`src/core/rshift_map.svh`:
```
// Purpose: Opcodes, count limits and field positions of the right-shift unit
// Assumes: Included by bare name from the package and the design files
// Notes: Definitions only
`ifndef RSHIFT_MAP_SVH
`define RSHIFT_MAP_SVH

// Opcode bytes of the four right shifts
`define OP_ARITH_WORD 8'h0a
`define OP_ARITH_DWORD 8'h0e
`define OP_ARITH_BYTE 8'h1a
`define OP_LOGIC_BYTE 8'h18

// Second byte below this is an immediate count, else a register address
`define COUNT_REG_BASE 8'h10
// Immediate count lives in the low four bits (0..15)
`define IMM_COUNT_MSB 3
// Register-held count honoured over the low five bits (0..31)
`define REG_COUNT_MSB 4
`define COUNT_W 5

// Operand widths and sign positions
`define DATA_W 32
`define BYTE_MSB 7
`define WORD_MSB 15
`define DWORD_MSB 31
`define BYTE_MASK 32'h0000_00ff
`define WORD_MASK 32'h0000_ffff
`define DWORD_MASK 32'hffff_ffff

`endif

```
`src/core/rshift_pkg.sv`:
```
// Purpose: Types and small decode helpers of the right-shift unit
// Assumes: rshift_map.svh holds every number
// Notes: Functions here are shared by the datapath and the sequencer
`include "rshift_map.svh"

package rshift_pkg;

  // Operand size of the instruction
  typedef enum logic [1:0] {sz_byte, sz_word, sz_dword} op_size_t;

  // Sequencer states
  typedef enum logic [1:0] {idle, shifting, finish} seq_state_t;

  // Mask that keeps only the operand's own bits
  function automatic logic [`DATA_W-1:0] size_mask(input op_size_t sz);
    case (sz)
      sz_byte: size_mask = `BYTE_MASK;
      sz_word: size_mask = `WORD_MASK;
      default: size_mask = `DWORD_MASK;
    endcase
  endfunction

  // Most significant bit of the operand at its own width
  function automatic logic sign_of(input op_size_t sz, input logic [`DATA_W-1:0] v);
    case (sz)
      sz_byte: sign_of = v[`BYTE_MSB];
      sz_word: sign_of = v[`WORD_MSB];
      default: sign_of = v[`DWORD_MSB];
    endcase
  endfunction

endpackage

```
`src/core/shift_decode.sv`:
```
// Purpose: Opcode and count decode for the right-shift unit
// Assumes: Count register content is already fetched by the register file
// Notes: Purely combinational, read by the sequencer on the start cycle
`timescale 1ns/100ps
`include "rshift_map.svh"

module shift_decode (
  // Instruction bytes
  input wire logic [7:0] opcode_i,
  input wire logic [7:0] count_byte_i,
  input wire logic [7:0] reg_count_i,
  // Decoded fields
  output logic valid_o,
  output rshift_pkg::op_size_t size_o,
  output logic arith_o,
  output logic [`COUNT_W-1:0] count_o
);
  import rshift_pkg::*;

  // Opcode to size and fill kind
  always_comb begin
    valid_o = 1'b1;
    size_o = sz_word;
    arith_o = 1'b1;
    case (opcode_i)
      `OP_ARITH_WORD: size_o = sz_word;
      `OP_ARITH_DWORD: size_o = sz_dword;
      `OP_ARITH_BYTE: size_o = sz_byte;
      `OP_LOGIC_BYTE: begin
        size_o = sz_byte;
        arith_o = 1'b0;
      end
      default: valid_o = 1'b0;
    endcase
  end

  // Immediate 0..15 or register content 0..31; upper register bits ignored
  always_comb begin
    if (count_byte_i < `COUNT_REG_BASE) begin
      count_o = {1'b0, count_byte_i[`IMM_COUNT_MSB:0]};
    end else begin
      count_o = reg_count_i[`REG_COUNT_MSB:0];
    end
  end

endmodule

```
`src/core/shift_step.sv`:
```
// Purpose: One halving step of the right-shift datapath
// Assumes: Bits above the operand width are zero on entry
// Notes: Sign is taken from the current top bit, which an arithmetic shift never changes
`timescale 1ns/100ps
`include "rshift_map.svh"

module shift_step (
  // Operand and mode
  input wire logic [`DATA_W-1:0] dest_i,
  input rshift_pkg::op_size_t size_i,
  input wire logic arith_i,
  // Halved operand
  output logic [`DATA_W-1:0] next_dest_o
);
  import rshift_pkg::*;

  logic fill;
  logic [`DATA_W-1:0] fill_bits;

  // Signed halving copies the sign, unsigned halving brings in zero
  assign fill = arith_i & sign_of(size_i, dest_i);
  assign fill_bits = fill ? ~(size_mask(size_i) >> 1) : {`DATA_W{1'b0}};
  // Clip to operand width so byte and word results stay clean
  assign next_dest_o = ((dest_i >> 1) | fill_bits) & size_mask(size_i);

endmodule

```
`src/core/right_shift_unit.sv`:
```
// Purpose: Iterative right-shift execution unit (byte, word, double-word)
// Assumes: Decoder gives one start pulse with opcode, count byte, count register content and operand
// Notes: One bit per clock; carry_i is the current carry, kept when the count is zero
//
// Functional notes
// - Opcode 0a shifts a 16-bit operand right arithmetically, count immediate or from a register.
// - Opcode 0e shifts a 32-bit operand right arithmetically, count immediate or from a register.
// - Opcode 1a shifts an 8-bit operand right arithmetically, second byte count, third byte destination.
// - Opcode 18 shifts an 8-bit operand right logically, count immediate or from a register.
// - An immediate count in the second byte covers zero to fifteen.
// - A register count comes from address 10H..0FFH and covers zero to thirty-one.
// - Arithmetic shifts fill vacated top bits with the original top bit.
// - The logical byte shift fills vacated top bits with zero.
// - Carry ends holding the last bit shifted out of the low end.
// - Each step copies bit 0 to carry, halves the operand, then decrements the count until zero.
// - The sticky flag is cleared at the start of every right shift.
// - The sticky flag is set when a one reached carry and another step follows.
// - An arithmetic step is a signed two's-complement halving.
// - A logical byte step is an unsigned halving.
`timescale 1ns/100ps
`include "rshift_map.svh"

module right_shift_unit (
  // Clock and reset
  input wire logic sys_clk_i,
  input wire logic reset_n_i,
  // Instruction from the decoder
  input wire logic start_i,
  input wire logic [7:0] opcode_i,
  input wire logic [7:0] count_byte_i,
  input wire logic [7:0] dest_reg_i,
  // Operands from the register file
  input wire logic [7:0] reg_count_i,
  input wire logic [`DATA_W-1:0] dest_i,
  input wire logic carry_i,
  // Result to the register file
  output logic [`DATA_W-1:0] result_o,
  output logic [7:0] dest_reg_o,
  output logic done_o,
  output logic busy_o,
  output logic bad_op_o,
  // Status word flag updates
  output logic carry_o,
  output logic sticky_flag_o,
  output logic zero_o,
  output logic neg_o
);
  import rshift_pkg::*;

  ////////////////////////////////////////////////////////////////////////////
  // Decode and datapath step

  logic dec_valid;
  op_size_t dec_size;
  logic dec_arith;
  logic [`COUNT_W-1:0] dec_count;
  logic [`DATA_W-1:0] next_dest;

  seq_state_t state;
  op_size_t size;
  logic arith;
  logic [`DATA_W-1:0] dest;
  logic [`COUNT_W-1:0] remain;
  logic carry;
  logic sticky_flag;
  logic from_shift;
  logic done;
  logic bad_op;
  logic zero;
  logic neg;
  logic [7:0] dest_reg;
  logic accept;
  logic busy;

  shift_decode u_decode (
    .opcode_i(opcode_i),
    .count_byte_i(count_byte_i),
    .reg_count_i(reg_count_i),
    .valid_o(dec_valid),
    .size_o(dec_size),
    .arith_o(dec_arith),
    .count_o(dec_count)
  );

  shift_step u_step (
    .dest_i(dest),
    .size_i(size),
    .arith_i(arith),
    .next_dest_o(next_dest)
  );

  // Starts are ignored while an instruction is running
  assign accept = start_i && (state == idle) && dec_valid;

  ////////////////////////////////////////////////////////////////////////////
  // Sequencer

  // One step per clock until the count is used up
  always_ff @(posedge sys_clk_i or negedge reset_n_i) begin
    if (!reset_n_i) begin
      state <= idle;
    end else begin
      case (state)
        idle: begin
          if (accept) begin
            state <= (dec_count == '0) ? finish : shifting;
          end
        end
        shifting: begin
          if (remain == 5'h01) begin
            state <= finish;
          end
        end
        finish: state <= idle;
        default: state <= idle;
      endcase
    end
  end

  // Remaining count, decremented after each halving
  always_ff @(posedge sys_clk_i or negedge reset_n_i) begin
    if (!reset_n_i) begin
      remain <= '0;
    end else if (accept) begin
      remain <= dec_count;
    end else if (state == shifting) begin
      remain <= remain - 5'h01;
    end
  end

  // Busy kept in its own flop so the port needs no decode; tracks state != idle
  always_ff @(posedge sys_clk_i or negedge reset_n_i) begin
    if (!reset_n_i) begin
      busy <= 1'b0;
    end else begin
      case (state)
        idle: busy <= accept;
        shifting: busy <= 1'b1;
        default: busy <= 1'b0;
      endcase
    end
  end

  // Instruction attributes held for the whole run
  always_ff @(posedge sys_clk_i or negedge reset_n_i) begin
    if (!reset_n_i) begin
      size <= sz_word;
      arith <= 1'b1;
      dest_reg <= 8'h00;
    end else if (accept) begin
      size <= dec_size;
      arith <= dec_arith;
      dest_reg <= dest_reg_i;
    end
  end

  ////////////////////////////////////////////////////////////////////////////
  // Operand, carry and sticky

  // Operand trimmed to its width at load, halved each step
  always_ff @(posedge sys_clk_i or negedge reset_n_i) begin
    if (!reset_n_i) begin
      dest <= '0;
    end else if (accept) begin
      dest <= dest_i & size_mask(dec_size);
    end else if (state == shifting) begin
      dest <= next_dest;
    end
  end

  // Carry takes bit 0 before the halving; zero count keeps the old carry
  always_ff @(posedge sys_clk_i or negedge reset_n_i) begin
    if (!reset_n_i) begin
      carry <= 1'b0;
    end else if (accept) begin
      carry <= carry_i;
    end else if (state == shifting) begin
      carry <= dest[0];
    end
  end

  // Marks that carry now holds a shifted-out bit, not the entry value
  always_ff @(posedge sys_clk_i or negedge reset_n_i) begin
    if (!reset_n_i) begin
      from_shift <= 1'b0;
    end else if (accept) begin
      from_shift <= 1'b0;
    end else if (state == shifting) begin
      from_shift <= 1'b1;
    end
  end

  // Entry carry must not count, so only shifted-out ones set the flag
  always_ff @(posedge sys_clk_i or negedge reset_n_i) begin
    if (!reset_n_i) begin
      sticky_flag <= 1'b0;
    end else if (accept) begin
      sticky_flag <= 1'b0;
    end else if ((state == shifting) && from_shift && carry) begin
      sticky_flag <= 1'b1;
    end
  end

  ////////////////////////////////////////////////////////////////////////////
  // Completion and flags

  // Zero and sign flags are taken from the final result
  always_ff @(posedge sys_clk_i or negedge reset_n_i) begin
    if (!reset_n_i) begin
      zero <= 1'b0;
      neg <= 1'b0;
    end else if (state == finish) begin
      zero <= (dest == '0);
      neg <= sign_of(size, dest);
    end
  end

  // Done pulses once per instruction; bad opcode pulses on a start with an unknown opcode while idle
  always_ff @(posedge sys_clk_i or negedge reset_n_i) begin
    if (!reset_n_i) begin
      done <= 1'b0;
      bad_op <= 1'b0;
    end else begin
      done <= (state == finish);
      bad_op <= start_i && (state == idle) && !dec_valid;
    end
  end

  assign result_o = dest;
  assign dest_reg_o = dest_reg;
  assign done_o = done;
  assign busy_o = busy;
  assign bad_op_o = bad_op;
  assign carry_o = carry;
  assign sticky_flag_o = sticky_flag;
  assign zero_o = zero;
  assign neg_o = neg;

  ////////////////////////////////////////////////////////////////////////////
  // Checks

  a_word_decode: assert property (
    @(posedge sys_clk_i) disable iff (!reset_n_i)
    accept && (opcode_i == `OP_ARITH_WORD) |=> (size == sz_word) && arith)
    else $error("word arithmetic opcode decoded wrongly");

  a_dword_decode: assert property (
    @(posedge sys_clk_i) disable iff (!reset_n_i)
    accept && (opcode_i == `OP_ARITH_DWORD) |=> (size == sz_dword) && arith)
    else $error("dword arithmetic opcode decoded wrongly");

  a_byte_decode: assert property (
    @(posedge sys_clk_i) disable iff (!reset_n_i)
    accept && (opcode_i == `OP_ARITH_BYTE) |=> (size == sz_byte) && arith && (dest_reg == $past(dest_reg_i)))
    else $error("byte arithmetic opcode decoded wrongly");

  a_logic_decode: assert property (
    @(posedge sys_clk_i) disable iff (!reset_n_i)
    accept && (opcode_i == `OP_LOGIC_BYTE) |=> (size == sz_byte) && !arith)
    else $error("byte logical opcode decoded wrongly");

  a_imm_count_range: assert property (
    @(posedge sys_clk_i) disable iff (!reset_n_i)
    accept && (count_byte_i < `COUNT_REG_BASE) |=> (remain == {1'b0, $past(count_byte_i[3:0])}))
    else $error("immediate count not taken from second byte");

  a_reg_count_range: assert property (
    @(posedge sys_clk_i) disable iff (!reset_n_i)
    accept && (count_byte_i >= `COUNT_REG_BASE) |=> (remain == $past(reg_count_i[4:0])))
    else $error("register count not honoured");

  a_arith_sign_fill: assert property (
    @(posedge sys_clk_i) disable iff (!reset_n_i)
    (state == shifting) && arith |=> sign_of(size, dest) == $past(sign_of(size, dest)))
    else $error("arithmetic shift lost the sign");

  a_logic_zero_fill: assert property (
    @(posedge sys_clk_i) disable iff (!reset_n_i)
    (state == shifting) && !arith |=> !dest[`BYTE_MSB] && (dest[`DATA_W-1:8] == '0))
    else $error("logical shift did not fill with zero");

  a_carry_last_out: assert property (
    @(posedge sys_clk_i) disable iff (!reset_n_i)
    (state == shifting) && (remain == 5'h01) |=> (carry == $past(dest[0])) && (state == finish) ##1 done_o)
    else $error("carry does not hold the last bit out");

  a_step_order: assert property (
    @(posedge sys_clk_i) disable iff (!reset_n_i)
    (state == shifting) |=> (remain == $past(remain) - 5'h01) && (dest == ($past(next_dest))))
    else $error("step did not halve and decrement");

  a_sticky_cleared: assert property (
    @(posedge sys_clk_i) disable iff (!reset_n_i)
    accept |=> !sticky_flag)
    else $error("sticky flag not cleared at start");

  a_sticky_set: assert property (
    @(posedge sys_clk_i) disable iff (!reset_n_i)
    (state == shifting) && from_shift && carry |=> sticky_flag)
    else $error("sticky flag missed a one in carry");

  a_signed_halving: assert property (
    @(posedge sys_clk_i) disable iff (!reset_n_i)
    (state == shifting) && arith && (size == sz_word)
      |=> $signed(dest[15:0]) == ($signed($past(dest[15:0])) >>> 1))
    else $error("word step is not a signed halving");

  a_unsigned_halving: assert property (
    @(posedge sys_clk_i) disable iff (!reset_n_i)
    (state == shifting) && !arith |=> dest[7:0] == ($past(dest[7:0]) >> 1))
    else $error("byte step is not an unsigned halving");

  a_zero_count_hold: assert property (
    @(posedge sys_clk_i) disable iff (!reset_n_i)
    accept && (dec_count == '0)
      |=> (carry == $past(carry_i)) && !sticky_flag && (state == finish) ##1 done_o && (carry_o == $past(carry)))
    else $error("zero count changed carry or skipped completion");

endmodule

```
`config.mk`:
```
export PLATFORM = sky130hd
export DESIGN_NAME = right_shift_unit
export DESIGN_NICKNAME = d
export VERILOG_FILES = /design/src/core/rshift_pkg.sv /design/src/core/shift_decode.sv /design/src/core/shift_step.sv /design/src/core/right_shift_unit.sv
export VERILOG_INCLUDE_DIRS = /design/src /design/src/core
export SDC_FILE = /design/constraint.sdc
export NUM_CORES = 1
export LEC_CHECK = 0
export BUFFER_PORTS_ARGS = -buffer_cell sky130_fd_sc_hd__buf_2
export CAP_MARGIN = 20
export CORE_ASPECT_RATIO = 1.1
export CORE_MARGIN = 10
export CORE_UTILIZATION = 49
export CTS_CLUSTER_DIAMETER = 100
export CTS_CLUSTER_SIZE = 10
export DETAILED_ROUTE_END_ITERATION = 10
export GPL_ROUTABILITY_DRIVEN = 0
export PLACE_DENSITY = 0.8
export SKIP_LAST_GASP = 1
export SYNTH_ARGS = -nofsm -noshare
export SYNTH_HDL_FRONTEND = slang
export SYNTH_SLANG_ARGS = --single-unit
export TNS_END_PERCENT = 20
```
`constraint.sdc`:
```
create_clock -name sys_clk_i -period 2.1 [get_ports sys_clk_i]
set_input_delay 0 -clock sys_clk_i [delete_from_list [all_inputs] [get_ports sys_clk_i]]
set_output_delay 0 -clock sys_clk_i [all_outputs]
set_load 0.02 [all_outputs]
```
==> impl_metrics.env <==
export IMPL_outcome="finished, final reports clean"
export IMPL_final_setup_skew_ns=0.00650
export IMPL_grt_usage=0.197
export IMPL_period_needed_ns=1.94
export IMPL_fp_dieW_um=95.8
export IMPL_dr_wl_met3_um=901
export IMPL_clk_latency_ns=0.35
export IMPL_leakage_uw=0.00206
export IMPL_yosys_warnings=0
export IMPL_startpoint_type="flip-flop"
export IMPL_mostFrequentLayoutCells="buf_2, nand2_1, dfrtp_1"
export IMPL_dp_hpwl_um=6590
export IMPL_initialDrtViolationCount=120
export IMPL_io_buffer_count=111
export IMPL_clkSinkCount=58
export IMPL_synth_seq_cells=58
export IMPL_power_density_nw_per_um2=1160
export IMPL_hold_class="in -> reg"
export IMPL_diodes=0
export IMPL_drive_gt1_frac=0.348
export IMPL_cap_violations=0
export IMPL_synthCells=316
export IMPL_ant_nets=0
export IMPL_drt_total_wl_um=9600
export IMPL_grt_max_degree=59
export IMPL_nets=550
export IMPL_dieArea_um2=9900
export IMPL_critical_path_arrival_ns=2.20
export IMPL_numCtsBuffers=9
export IMPL_crit_path_max_fanout=24
export IMPL_yosysSeqAreaShare=0.470
export IMPL_postCtsSetupBuffers=0
export IMPL_finalHoldViolCount=0
export IMPL_dp_cells=499
export IMPL_vias=3048
export IMPL_synth_area_per_cell_um2=9.79
export IMPL_ys_types=51
export IMPL_die_h_um=103
export IMPL_met1_length_um=3890
export IMPL_path_class="reg -> reg"
export IMPL_pin_count=115
export IMPL_grt_antenna_before_repair=0
export IMPL_crit_buf_inv=2
export IMPL_synth_top_area_share=0.453
export IMPL_area_growth_pct=43.5
export IMPL_min_period_over_period=0.924
export IMPL_report_final_slew_viol_count=0
export IMPL_fin_tns_setup_ns=0
export IMPL_synth_nets=386
export IMPL_slowest_delay_ns=0.46
export IMPL_final_common_cell="buf_2"
export IMPL_drc_errors=0
export IMPL_fillers=473
export IMPL_critPathTopFamily="simple AND/OR/NAND/NOR gates"
export IMPL_async_flop_share=1.00
export IMPL_grt_setup_unrepaired="no"
export IMPL_fmax_mhz=515
export IMPL_grt_pass1_vias=3164
export IMPL_netlist_area_um2=3090
export IMPL_critPathSlowestCell="or3b_4"
export IMPL_htree_levels=3
export IMPL_grt_ovfl_total=0
export IMPL_critPathCaptureType="flip-flop"
export IMPL_slew_headroom=0.500
export IMPL_synth_top_area_cell="dfrtp_1"
export IMPL_fp_row_count=30
export IMPL_dr_pass1_iters=4
export IMPL_synthTopCellsByArea="dfrtp_1, nand2_1, a2bb2oi_1, mux2_2, a21o_1"
export IMPL_wl_per_cell_um=17.0
export IMPL_synth_edf_count=0
export IMPL_root_buffer="clkbuf_8"
export IMPL_start_util=0.503
export IMPL_grt_pass1_wl_um=15300
export IMPL_peakVddDrop_mv=0.959
export IMPL_worst_slew_pin_slew_ns=0.751
export IMPL_clk_path_buf_depth=2
export IMPL_setup_viol=0
export IMPL_core_region_area_um2=6160
export IMPL_top_layer_used="met4"
export IMPL_path_clk_slew_ns=0.06
export IMPL_met2_length_um=4680
export IMPL_synth_top_flop_cell="dfrtp_1"
export IMPL_crit_chain="or3b_4 -> nor3_4 -> a21oi_2 -> clkinv_2 -> buf_12 -> a2bb2oi_1"
export IMPL_post_route_util=0.721
export IMPL_final_cells=565
export IMPL_crit_required_ns=2.36
export IMPL_cts_tree="yes"
export IMPL_via_per_inst=5.39
-- registers in the layout, indices dropped and copies added (netlist names) --
| name | cells |
|---|---|
| dest_reg_o | 8 |
| from_shift | 1 |
| sticky_flag_o | 1 |
| done_o | 1 |
| arith | 1 |
| result_o | 32 |
| neg_o | 1 |
| remain | 5 |
| size | 2 |
| carry_o | 1 |
| busy_o | 1 |
| state | 2 |
| bad_op_o | 1 |
| zero_o | 1 |
-- final cells by class --
type	instances	area [um^2]	area share
Sequential cell	58	1450	0.328
Clock inverter	5	52.6	0.0118
Clock buffer	11	151	0.0341
Inverter	7	27.5	0.00620
Timing Repair Buffer	173	1160	0.261
Tap cell	80	100	0.0225
Multi-Input combinational cell	231	1500	0.337
-- power breakdown --
group | switching (uW) | internal, uW | leakage [uW]
Sequential | 453 | 1540 | 0.000690
Clock | 459 | 605 | 0.000105
Combinational | 1160 | 932 | 0.00127
-- metrics by stage --
stage | worst slack, ns | total power [uW] | cell area (um^2) | hold slack [ns]
6_report | 0.159 | 5150 | 4440 | 0.0248
4_1_cts | 0.107 | 5170 | 4430 | 0.00986
5_1_grt | 0.0238 | 5450 | 4440 | 0.0379
3_5_place_dp | 0.123 | 4030 | 3730 | 0.191
3_3_place_gp | 0.154 | 3950 | 3730 | 0.190
2_1_floorplan | 0.277 | 3260 | 3090 | -0.296
-- metal layers --
metal / up-vias / global-route usage
li1: 1477 / -
met1: 1435 / 0.224
met2: 128 / 0.334
met3: 8 / 0.0729
met4: 0 / 0.0692
met5: - / 0
-- path summary, 6_finish.rpt --
check,startpoint,endpoint,slack [ns],cells after the start
max,state[1],result_o[18],0.16,6
min,opcode_i[5],bad_op_o,0.02,3
max reg2reg,state[1],result_o[18],0.16,6
min reg2reg,zero_o,zero_o,0.50,2
max in group asynchronous,reset_n_i,from_shift,1.26,3
min in group asynchronous,reset_n_i,result_o[14],0.32,3
-- kinds of logic (layout without fill, tap and decap cells) --
logic type | Yosys count | count (layout) | synth area share
adders and majority gates | 2 | 2 | 0.00809
AOI/OAI and AO/OA | 90 | 90 | 0.211
muxes | 15 | 15 | 0.0538
DFF | 58 | 58 | 0.470
buffers and inverters | 27 | 196 | 0.0493
xor gates and xnor gates | 2 | 2 | 0.00566
and+or+nand+nor | 122 | 122 | 0.202
-- cells in the mapped netlist (5+ instances only) --
cell and number:
nor2_1 7, o21ai_0 15, clkbuf_1 11, dfrtp_1 56
a21o_1 10, mux2i_1 5, a31oi_1 8, a21oi_1 6
mux2_2 9, nand2_1 68, nor3_1 9, buf_6 6
o21ai_1 11, nor4_1 9, inv_1 6, a2bb2oi_1 22
-- worst register-to-register path, stage by stage, from the launching register on --
cell and delay, ns:
dfrtp_1 0.41, or3b_4 0.46, nor3_4 0.31, a21oi_2 0.19
clkinv_2 0.13, buf_12 0.17, a2bb2oi_1 0.19
-- timing repair --
item | 4_1_cts | 5_1_grt
hold buffers | 50 | 0
hold endpoints to repair | 102 | 0
resized for setup | 0 | 1
setup endpoints to repair | 0 | 5
Note: power is estimated with default switching activity, not from simulation.
